`config.mk`:
```
export PLATFORM = sky130hd
export DESIGN_NAME = ubsi_core
export DESIGN_NICKNAME = d
export VERILOG_FILES = /design/src/hdl/ubsi_desc_eval.v /design/src/hdl/ubsi_core.v
export VERILOG_INCLUDE_DIRS = /design/src /design/src/hdl
export SDC_FILE = /design/constraint.sdc
export NUM_CORES = 1
export LEC_CHECK = 0
export BUFFER_PORTS_ARGS = -buffer_cell sky130_fd_sc_hd__buf_2
export CORE_MARGIN = 2
export CORE_UTILIZATION = 25
export DETAILED_ROUTE_END_ITERATION = 6
export GPL_TIMING_DRIVEN = 0
export SLEW_MARGIN = 10
export SYNTH_ARGS = -nofsm -noshare
export SYNTH_HDL_FRONTEND = slang
export SYNTH_SLANG_ARGS = --single-unit
```
`constraint.sdc`:
```
create_clock -name clk -period 2.5 [get_ports clk]
set_input_delay 0.375 -clock clk [delete_from_list [all_inputs] [get_ports clk]]
set_output_delay 0.375 -clock clk [all_outputs]
set_load 0.005 [all_outputs]
```
`src/hdl/ubsi_map.vh`:
```
// Register offsets, field positions, reset values and encodings of the descriptor engine.
`ifndef UBSI_MAP_VH
`define UBSI_MAP_VH

// ---------------------------------------------------------------------------
// Register offsets (word addresses on the 8-bit register port)
// ---------------------------------------------------------------------------
`define UBSI_ADDR_TOP_FLAG     8'h00
`define UBSI_ADDR_TOP_EN       8'h01
`define UBSI_ADDR_ERR_FLAG     8'h02
`define UBSI_ADDR_ERR_EN       8'h03
`define UBSI_ADDR_USB_CTRL     8'h04
`define UBSI_ADDR_OTG_CTRL     8'h05
`define UBSI_ADDR_EP0_CTRL     8'h06
`define UBSI_ADDR_PWR_CTRL     8'h07
`define UBSI_ADDR_EP_STALL     8'h08
`define UBSI_ADDR_PP_PTR       8'h09
`define UBSI_ADDR_DESC_LO      8'h0A
`define UBSI_ADDR_DESC_HI      8'h0B

// ---------------------------------------------------------------------------
// Descriptor status word fields
// ---------------------------------------------------------------------------
`define UBSI_DW_OWN            15
`define UBSI_DW_TOGGLE         14
`define UBSI_DW_PID_HI         13
`define UBSI_DW_PID_LO         10
`define UBSI_DW_RSVD_HI        13
`define UBSI_DW_RSVD_LO        12
`define UBSI_DW_TGL_CHK        11
`define UBSI_DW_STALL          10
`define UBSI_DW_BC_HI          9

// ---------------------------------------------------------------------------
// Control and flag bit positions
// ---------------------------------------------------------------------------
`define UBSI_CTRL_ENGINE_EN    0
`define UBSI_CTRL_PP_RESET     1
`define UBSI_OTG_ENABLE        2
`define UBSI_OTG_DPLUS_PULLUP  7
`define UBSI_EP0_HANDSHAKE     0
`define UBSI_EP0_RX_EN         3
`define UBSI_PWR_ENGINE        0
`define UBSI_TOP_ERROR         1
`define UBSI_TOP_TRN_DONE      3
`define UBSI_TOP_STALL         7
`define UBSI_RESET_BYTE        8'h00

// ---------------------------------------------------------------------------
// Transaction results and handshake codes
// ---------------------------------------------------------------------------
`define UBSI_RES_DONE          2'h0
`define UBSI_RES_STALL         2'h1
`define UBSI_RES_IGNORE        2'h2
`define UBSI_RES_IDLE          2'h3
`define UBSI_PID_STALL         4'hE

`endif

```
`src/hdl/ubsi_desc_eval.v`:
```
// Combinational evaluation of one descriptor status word against a transaction.
`timescale 1ns/10ps

module ubsi_desc_eval (
  input  wire [15:0] desc_word,
  input  wire        host_mode,
  input  wire [3:0]  token_pid,
  input  wire [3:0]  result_pid,
  input  wire        data_toggle,
  input  wire [9:0]  actual_count,
  output reg  [1:0]  result,
  output reg  [15:0] new_word
);

`include "ubsi_map.vh"

  always @* begin
    result   = `UBSI_RES_DONE;
    new_word = desc_word;
    // RULE2 - ignore CPU-owned
    if (!desc_word[`UBSI_DW_OWN]) begin
      result = `UBSI_RES_IDLE;
    // RULE11 - stall keeps word
    end else if (desc_word[`UBSI_DW_STALL]) begin
      result = `UBSI_RES_STALL;
    // RULE9 - toggle mismatch discard
    // RULE10 - toggle used when enabled
    end else if (desc_word[`UBSI_DW_TGL_CHK] &&
                 (desc_word[`UBSI_DW_TOGGLE] != data_toggle)) begin
      result = `UBSI_RES_IGNORE;
    end else begin
      result = `UBSI_RES_DONE;
      // RULE25 - return to CPU
      // RULE23 - engine layout written
      new_word[`UBSI_DW_OWN] = 1'b0;
      // RULE3 - toggle bit meaning
      new_word[`UBSI_DW_TOGGLE] = data_toggle;
      // RULE4 - device token PID
      // RULE5 - host result PID
      new_word[`UBSI_DW_PID_HI:`UBSI_DW_PID_LO] = host_mode ? result_pid : token_pid;
      // RULE7 - actual byte count
      new_word[`UBSI_DW_BC_HI:0] = actual_count;
    end
  end

endmodule // ubsi_desc_eval

```
`src/hdl/ubsi_core.v`:
```
// Descriptor status, two-level interrupt flags and device-mode enable registers.
//
// Function
// RULE1 - CPU leaves engine-owned descriptor alone
// RULE2 - Engine ignores CPU-owned descriptor fields
// RULE3 - Toggle bit one means DATA1
// RULE4 - Device mode stores received token PID
// RULE5 - Host mode stores returned PID
// RULE6 - Software loads byte count first
// RULE7 - Completion writes actual byte count
// RULE8 - Software writes reserved bits zero
// RULE9 - Toggle check discards mismatched packets
// RULE10 - Toggle bit used only when checking
// RULE11 - Stall answers STALL, keeps descriptor
// RULE12 - Every STALL sets endpoint stall flag
// RULE13 - One shared interrupt output
// RULE14 - Error level feeds summary flag
// RULE15 - Flags hardware set, write-one clear
// RULE16 - Engine runs control status phase
// RULE17 - Pointer reset pulse clears pointers
// RULE18 - Software clears enables and flags
// RULE19 - Software enables engine and OTG
// RULE20 - Software arms endpoint zero
// RULE21 - Software powers up engine
// RULE22 - Pull-up bit drives D+ pull-up
// RULE23 - Two layouts share ownership bit
// RULE24 - Completion sets transfer-done flag
// RULE25 - Success returns descriptor to CPU
//
// Design decisions made here: the register addresses and strobed register access.
`timescale 1ns/10ps

module ubsi_core #(
  parameter EP_COUNT = 16
) (
  input  wire        clk,
  input  wire        sys_rst,
  input  wire [7:0]  reg_addr,
  input  wire [7:0]  reg_wdata,
  input  wire        reg_wr,
  input  wire        reg_rd,
  output reg  [7:0]  reg_rdata,
  input  wire        txn_valid,
  input  wire [3:0]  txn_endpoint,
  input  wire [3:0]  txn_token_pid,
  input  wire [3:0]  txn_result_pid,
  input  wire        txn_toggle,
  input  wire [9:0]  txn_count,
  input  wire        txn_host_mode,
  input  wire        txn_is_setup,
  input  wire [7:0]  err_events,
  output reg         txn_done,
  output reg  [1:0]  txn_result,
  output reg         status_phase_auto,
  output wire        irq,
  output wire        dplus_pullup_enable,
  output wire        engine_active
);

`include "ubsi_map.vh"

  // -------------------------------------------------------------------------
  // Register state
  // -------------------------------------------------------------------------
  reg  [7:0]          top_irq_flag_reg_q;
  reg  [7:0]          top_irq_enable_reg_q;
  reg  [7:0]          error_irq_flag_reg_q;
  reg  [7:0]          error_irq_enable_reg_q;
  reg  [7:0]          usb_control_reg_q;
  reg  [7:0]          on_the_go_control_reg_q;
  reg  [7:0]          endpoint_zero_control_reg_q;
  reg  [7:0]          power_control_reg_q;
  reg  [EP_COUNT-1:0] endpoint_stall_flag_q;
  reg  [EP_COUNT-1:0] pingpong_ptr_q;
  reg  [15:0]         descriptor_status_word_q;
  wire [1:0]          eval_result;
  wire [15:0]         eval_word;
  wire                wr_top_flag;
  wire                wr_err_flag;
  wire                wr_stall;
  wire                txn_take;
  wire                stall_event;
  wire                done_event;
  wire [EP_COUNT-1:0] ep_onehot;
  wire [7:0]          top_set;

  // -------------------------------------------------------------------------
  // Next values and masks
  // -------------------------------------------------------------------------
  wire                wr_desc_lo;
  wire                wr_desc_hi;
  wire                error_pending;
  wire [7:0]          top_clear;
  wire [7:0]          error_clear;
  wire [EP_COUNT-1:0] stall_clear;
  wire [EP_COUNT-1:0] stall_set;
  reg  [15:0]         descriptor_status_word_d;
  reg  [7:0]          top_irq_flag_reg_d;
  reg  [7:0]          error_irq_flag_reg_d;
  reg  [EP_COUNT-1:0] endpoint_stall_flag_d;
  reg  [EP_COUNT-1:0] pingpong_ptr_d;

  // -------------------------------------------------------------------------
  // Register port decode
  // -------------------------------------------------------------------------
  assign wr_top_flag = reg_wr && (reg_addr == `UBSI_ADDR_TOP_FLAG);
  assign wr_err_flag = reg_wr && (reg_addr == `UBSI_ADDR_ERR_FLAG);
  assign wr_stall    = reg_wr && (reg_addr == `UBSI_ADDR_EP_STALL);
  assign engine_active = usb_control_reg_q[`UBSI_CTRL_ENGINE_EN] &&
                         power_control_reg_q[`UBSI_PWR_ENGINE];
  assign txn_take    = txn_valid && engine_active;
  assign stall_event = txn_take && (eval_result == `UBSI_RES_STALL);
  assign done_event  = txn_take && (eval_result == `UBSI_RES_DONE);
  assign ep_onehot   = {{(EP_COUNT-1){1'b0}}, 1'b1} << txn_endpoint;
  assign wr_desc_lo  = reg_wr && (reg_addr == `UBSI_ADDR_DESC_LO);
  assign wr_desc_hi  = reg_wr && (reg_addr == `UBSI_ADDR_DESC_HI);
  // Any enabled error flag feeds the top-level summary.
  assign error_pending = |(error_irq_flag_reg_q & error_irq_enable_reg_q);

  // -------------------------------------------------------------------------
  // Flag clear and set masks
  // -------------------------------------------------------------------------
  assign top_clear   = wr_top_flag ? reg_wdata : 8'h00;
  assign error_clear = wr_err_flag ? reg_wdata : 8'h00;
  // Only the low eight endpoints are reachable from the register port.
  assign stall_clear = wr_stall ? {{(EP_COUNT-8){1'b0}}, reg_wdata} : {EP_COUNT{1'b0}};
  assign stall_set   = stall_event ? ep_onehot : {EP_COUNT{1'b0}};

  // -------------------------------------------------------------------------
  // Descriptor evaluation
  // -------------------------------------------------------------------------
  ubsi_desc_eval u_eval (
    .desc_word    (descriptor_status_word_q),
    .host_mode    (txn_host_mode),
    .token_pid    (txn_token_pid),
    .result_pid   (txn_result_pid),
    .data_toggle  (txn_toggle),
    .actual_count (txn_count),
    .result       (eval_result),
    .new_word     (eval_word)
  );

  // -------------------------------------------------------------------------
  // Descriptor status word
  // -------------------------------------------------------------------------
  // The engine update wins over a CPU write in the same cycle.
  // Software must not write an engine-owned word; no guard is kept against it.
  always @* begin
    descriptor_status_word_d = descriptor_status_word_q;
    if (done_event) begin
      descriptor_status_word_d = eval_word;
    end else if (wr_desc_lo) begin
      descriptor_status_word_d[7:0] = reg_wdata;
    end else if (wr_desc_hi) begin
      descriptor_status_word_d[15:8] = reg_wdata;
    end
  end

  always @(posedge clk) begin
    if (sys_rst) begin
      descriptor_status_word_q <= 16'h0000;
    end else begin
      descriptor_status_word_q <= descriptor_status_word_d;
    end
  end

  // -------------------------------------------------------------------------
  // Transaction answer
  // -------------------------------------------------------------------------
  always @(posedge clk) begin
    if (sys_rst) begin
      txn_done          <= 1'b0;
      txn_result        <= `UBSI_RES_IDLE;
      status_phase_auto <= 1'b0;
    end else begin
      txn_done   <= txn_take;
      txn_result <= txn_take ? eval_result : `UBSI_RES_IDLE;
      // RULE16 - automatic status phase
      status_phase_auto <= done_event && !txn_host_mode && txn_is_setup;
    end
  end

  // -------------------------------------------------------------------------
  // Endpoint stall flags
  // -------------------------------------------------------------------------
  // RULE12 - stall flag set
  // RULE15 - set wins clear
  always @* begin
    endpoint_stall_flag_d = (endpoint_stall_flag_q & ~stall_clear) | stall_set;
  end

  always @(posedge clk) begin
    if (sys_rst) begin
      endpoint_stall_flag_q <= {EP_COUNT{1'b0}};
    end else begin
      endpoint_stall_flag_q <= endpoint_stall_flag_d;
    end
  end

  // -------------------------------------------------------------------------
  // Interrupt flags
  // -------------------------------------------------------------------------
  // RULE14 - error summary
  // RULE24 - transfer done flag
  assign top_set = {stall_event, 3'h0, done_event, 1'b0, error_pending, 1'b0};

  // Hardware events win over a write-one clear in the same cycle, so no event is lost.
  // The summary is set again each cycle while an enabled error flag is pending.
  // RULE15 - write one clears
  always @* begin
    error_irq_flag_reg_d = (error_irq_flag_reg_q & ~error_clear) | err_events;
    top_irq_flag_reg_d   = (top_irq_flag_reg_q & ~top_clear) | top_set;
  end

  always @(posedge clk) begin
    if (sys_rst) begin
      error_irq_flag_reg_q <= `UBSI_RESET_BYTE;
      top_irq_flag_reg_q   <= `UBSI_RESET_BYTE;
    end else begin
      error_irq_flag_reg_q <= error_irq_flag_reg_d;
      top_irq_flag_reg_q   <= top_irq_flag_reg_d;
    end
  end

  // RULE13 - single request line
  assign irq = |(top_irq_flag_reg_q & top_irq_enable_reg_q);

  // -------------------------------------------------------------------------
  // Control registers
  // -------------------------------------------------------------------------
  always @(posedge clk) begin
    if (sys_rst) begin
      top_irq_enable_reg_q        <= `UBSI_RESET_BYTE;
      error_irq_enable_reg_q      <= `UBSI_RESET_BYTE;
      usb_control_reg_q           <= `UBSI_RESET_BYTE;
      on_the_go_control_reg_q     <= `UBSI_RESET_BYTE;
      endpoint_zero_control_reg_q <= `UBSI_RESET_BYTE;
      power_control_reg_q         <= `UBSI_RESET_BYTE;
    end else if (reg_wr) begin
      case (reg_addr)
        `UBSI_ADDR_TOP_EN:   top_irq_enable_reg_q        <= reg_wdata;
        `UBSI_ADDR_ERR_EN:   error_irq_enable_reg_q      <= reg_wdata;
        `UBSI_ADDR_USB_CTRL: usb_control_reg_q           <= reg_wdata;
        `UBSI_ADDR_OTG_CTRL: on_the_go_control_reg_q     <= reg_wdata;
        `UBSI_ADDR_EP0_CTRL: endpoint_zero_control_reg_q <= reg_wdata;
        `UBSI_ADDR_PWR_CTRL: power_control_reg_q         <= reg_wdata;
        default: begin
        end
      endcase
    end
  end

  // RULE22 - pull-up drive
  assign dplus_pullup_enable = on_the_go_control_reg_q[`UBSI_OTG_DPLUS_PULLUP];

  // -------------------------------------------------------------------------
  // Ping-pong pointers
  // -------------------------------------------------------------------------
  // The reset bit acts as a level: pointers stay at zero while it is set, so
  // the set-then-clear sequence leaves them in their initial state.
  // RULE17 - pointer reset
  always @* begin
    pingpong_ptr_d = pingpong_ptr_q;
    if (usb_control_reg_q[`UBSI_CTRL_PP_RESET]) begin
      pingpong_ptr_d = {EP_COUNT{1'b0}};
    end else if (done_event) begin
      pingpong_ptr_d = pingpong_ptr_q ^ ep_onehot;
    end
  end

  always @(posedge clk) begin
    if (sys_rst) begin
      pingpong_ptr_q <= {EP_COUNT{1'b0}};
    end else begin
      pingpong_ptr_q <= pingpong_ptr_d;
    end
  end

  // -------------------------------------------------------------------------
  // Read port
  // -------------------------------------------------------------------------
  always @(posedge clk) begin
    if (sys_rst) begin
      reg_rdata <= 8'h00;
    end else if (reg_rd) begin
      case (reg_addr)
        `UBSI_ADDR_TOP_FLAG: reg_rdata <= top_irq_flag_reg_q;
        `UBSI_ADDR_TOP_EN:   reg_rdata <= top_irq_enable_reg_q;
        `UBSI_ADDR_ERR_FLAG: reg_rdata <= error_irq_flag_reg_q;
        `UBSI_ADDR_ERR_EN:   reg_rdata <= error_irq_enable_reg_q;
        `UBSI_ADDR_USB_CTRL: reg_rdata <= usb_control_reg_q;
        `UBSI_ADDR_OTG_CTRL: reg_rdata <= on_the_go_control_reg_q;
        `UBSI_ADDR_EP0_CTRL: reg_rdata <= endpoint_zero_control_reg_q;
        `UBSI_ADDR_PWR_CTRL: reg_rdata <= power_control_reg_q;
        `UBSI_ADDR_EP_STALL: reg_rdata <= endpoint_stall_flag_q[7:0];
        `UBSI_ADDR_PP_PTR:   reg_rdata <= pingpong_ptr_q[7:0];
        `UBSI_ADDR_DESC_LO:  reg_rdata <= descriptor_status_word_q[7:0];
        `UBSI_ADDR_DESC_HI:  reg_rdata <= descriptor_status_word_q[15:8];
        default:             reg_rdata <= 8'h00;
      endcase
    end else begin
      reg_rdata <= 8'h00;
    end
  end

endmodule // ubsi_core

```
==> flow_summary.yaml <==
status:
  run_status: "finished clean"
routing:
  drt-total-wl_mm: 15.84
  detailedRoute.firstIterationViolations: 339
  drt.antenna.violating_nets: 0
  wl_per_cell_microns: 18.31
  route.detailed.drc: 0
  detail_route.first_pass.iterations: 5
  post_drt_via_cell_ratio: 4.950
  route.vias.total: 4282
clock_network:
  clkLatencyLatePin_ns: 0.36
  hold_buffers: 0
  ctsHtreeMaxLevel: 3
  post-cts-setup-buffer-count: 0
  root_buffer: "sky130_fd_sc_hd__clkbuf_16"
  ctsResizeCount: 0
  cts_buffer_depth: 2
  tritoncts: "built"
  clock_sinks: 108
  path_clk_slew_ns: 0.07
  clock_buffer_count_from_cts: 9
timing:
  finalClockSkew_ns: 0.007889
  slew_at_the_pin_closest_to_its_max_slew_limit_ns: 0.8989
  slew_headroom: 0.3961
  final_min_period_over_clock_period: 0.8940
  maxSlewViolCount: 0
  finalHoldViolations: 0
  post-route-min-period_ns: 2.235
  finalSetupViolations: 0
  rsz_0062_raised_after_global_routing: "false"
  maxClockFrequency_ghz: 0.4474
synth:
  summed_instance_area_of_the_synthesized_netlist_sq_mm: 0.005046
  synthCells: 521
  ys_dominant_reg_cell: "sky130_fd_sc_hd__dfxtp_1"
  synth_fp_nets: 575
  ys_warn_count: 0
  yosys.area.top_type_share: 0.4285
  number_of_flops_mapped_to_enable_cells_by_yosys: 0
  count_of_distinct_cell_types_in_the_synthesized_netlist: 43
  yosysSeqAreaShare: 0.4285
  ys_seq_elements: 108
  synth.area.top_cells: "sky130_fd_sc_hd__dfxtp_1 43%, sky130_fd_sc_hd__mux2i_1 13%, sky130_fd_sc_hd__mux4_2 8.9%, sky130_fd_sc_hd__nor2_1 5.6%, sky130_fd_sc_hd__a21oi_1 3.7%"
  avgSynthCellArea_sq_um: 9.685
  post-synth-top-area-cell: "sky130_fd_sc_hd__dfxtp_1"
  asyncSetResetFlopFracSynth: 0
final_layout:
  nets: 649
  layout.cells.most_common: "sky130_fd_sc_hd__dfxtp_1"
  num-fill-cells: 2129
  final_cell_mix: "108 x sky130_fd_sc_hd__dfxtp_1, 75 x sky130_fd_sc_hd__nor2_1, 70 x sky130_fd_sc_hd__buf_2, 66 x sky130_fd_sc_hd__mux2i_1, 37 x sky130_fd_sc_hd__a21oi_1"
  syn_to_final_growth_pct: 18.40
  non_filler_instance_count_after_layout: 865
  final_layout_size_suffix_gt1_frac: 0.1967
  diodes: 0
  final_design_area_no_fill_sq_mm: 0.005974
worst_setup_path:
  cp.required_ns: 2.71
  cp.arrival_ns: 2.45
  worst_reg2reg_path_length_in_cells: 6
  path_class: "in2reg"
  critPathLaunchType: "input pin"
  timing.critical_path.to_type: "register"
  crit_path_max_fanout: 10
  setup.reg_to_reg.worst_slack_ns: 0.34
floorplanning:
  ios: 69
  core_region_area_sq_mm: 0.01965
  die_height_microns: 146.1
  core.rowCount: 51
  floorplan.initialDensity: 0.2567
  die_area_sq_mm: 0.02134
  die_width_microns: 146.1
global_route:
  grt_max_degree: 17
  grt_pass1_vias: 4121
  grt_antenna_before_repair: 0
  grt_use_total: 0.1498
  global_route.overflow_total: 0
  grt_pass1_wl_mm: 24.44
power:
  irDropWorstVdd_mv: 0.3198
  power-per-cell-area_mw_per_mm2: 562.7
  p_leak_uw: 0.002297
placed_design:
  placement.cell_area_sq_mm: 0.005693
  placed_cells_incl_taps: 849
  gp_routability_congestion: 0.8876
  detailed_place_hpwl_mm: 11.64
  port-buffer-count: 63
hold_path:
  timing.hold.worst.class: "in2reg"
  worstHoldPathCells: 3
flow_run:
  maxCapViolations: 0
-- cell usage after synthesis, types with 10 or more instances --
cell type and n:
sky130_fd_sc_hd__a211oi_1 18, sky130_fd_sc_hd__a21oi_1 37, sky130_fd_sc_hd__a22oi_1 12, sky130_fd_sc_hd__clkbuf_1 29, sky130_fd_sc_hd__dfxtp_1 108, sky130_fd_sc_hd__inv_1 10, sky130_fd_sc_hd__mux2i_1 66, sky130_fd_sc_hd__mux4_2 20
sky130_fd_sc_hd__nand2_1 22, sky130_fd_sc_hd__nand2b_1 10, sky130_fd_sc_hd__nand3_1 10, sky130_fd_sc_hd__nand4_1 11, sky130_fd_sc_hd__nor2_1 75, sky130_fd_sc_hd__o21ai_0 18
-- path summary, 6_finish.rpt --
kind	start	to
worst min-delay path	err_events[0]	error_irq_flag_reg_q[0]
worst max-delay path	reg_addr[1]	reg_rdata[1]
worst min register to register	top_irq_flag_reg_q[5]	top_irq_flag_reg_q[5]
worst max register to register	usb_control_reg_q[0]	descriptor_status_word_q[11]
-- worst max-delay path, cell delays in order --
cell and delay (ns):
sky130_fd_sc_hd__clkbuf_1 0.35, sky130_fd_sc_hd__buf_2 0.43, sky130_fd_sc_hd__clkbuf_1 0.45, sky130_fd_sc_hd__mux4_2 0.40, sky130_fd_sc_hd__a22oi_1 0.27, sky130_fd_sc_hd__a31oi_1 0.16
-- registers in the layout, summed over array words and instances (netlist names) --
name and flops:
descriptor_status_word_q 16, endpoint_stall_flag_q 8, endpoint_zero_control_reg_q 8, error_irq_enable_reg_q 8
error_irq_flag_reg_q 8, on_the_go_control_reg_q 8, pingpong_ptr_q 8, power_control_reg_q 8
reg_rdata 8, status_phase_auto 1, top_irq_enable_reg_q 8, top_irq_flag_reg_q 8
txn_done 1, txn_result 2, usb_control_reg_q 8
-- layout make-up --
cell class / count / area (sq um) / share of cell area
buffer: 40 / 166.4 / 0.02785
clock buffer: 13 / 260.3 / 0.04356
clock inverter: 3 / 21.27 / 0.003560
inverter: 10 / 37.54 / 0.006283
multi-input combinational: 363 / 2680 / 0.4486
sequential: 108 / 2162 / 0.3619
tap: 265 / 331.6 / 0.05550
timing repair buffer: 63 / 315.3 / 0.05277
-- logic make-up after synthesis --
kind of cell / synth area share
and+or+nand+nor: 0.1775
DFF: 0.4285
AOI/OAI and AO/OA: 0.1227
muxes: 0.2291
buffers and inverters: 0.04042
xor gates and xnor gates: 0.001736
-- report_power, final --
group          internal (uW)  switching, uW  total [uW]  leakage [uW]
clock                    732            651        1380      0.000136
combinational           81.4            157         239       0.00129
sequential              1730           9.92        1740      0.000872
total                   2540            819        3360       0.00230
-- through the flow --
step / setup slack [ns] / power (uW) / hold slack, ns / setup TNS, ns / util
after floorplan: 0.5024 / 1902 / 0.4367 / 0 / -
after global placement: -0.05004 / 2015 / 0.4538 / -0.8604 / 0.2897
after detailed placement: -0.08733 / 2017 / 0.4562 / -1.404 / 0.2897
after CTS: 0.2818 / 3380 / 0.2209 / 0 / 0.3040
after global routing: 0.06575 / 3469 / 0.2187 / 0 / 0.3040
final: 0.2650 / 3362 / 0.2228 / 0 / 0.3040
-- layer usage --
metal | part of all wire | global-route usage | up-vias
met1 | 0.47 | 0.2072 | 2060
met3 | 0.075 | 0.04188 | 16
li1 | - | - | 2044
met5 | 0 | 0 | -
met4 | 0.013 | 0.03641 | 0
met2 | 0.44 | 0.2318 | 162
Note: power is estimated with default switching activity, not from simulation.
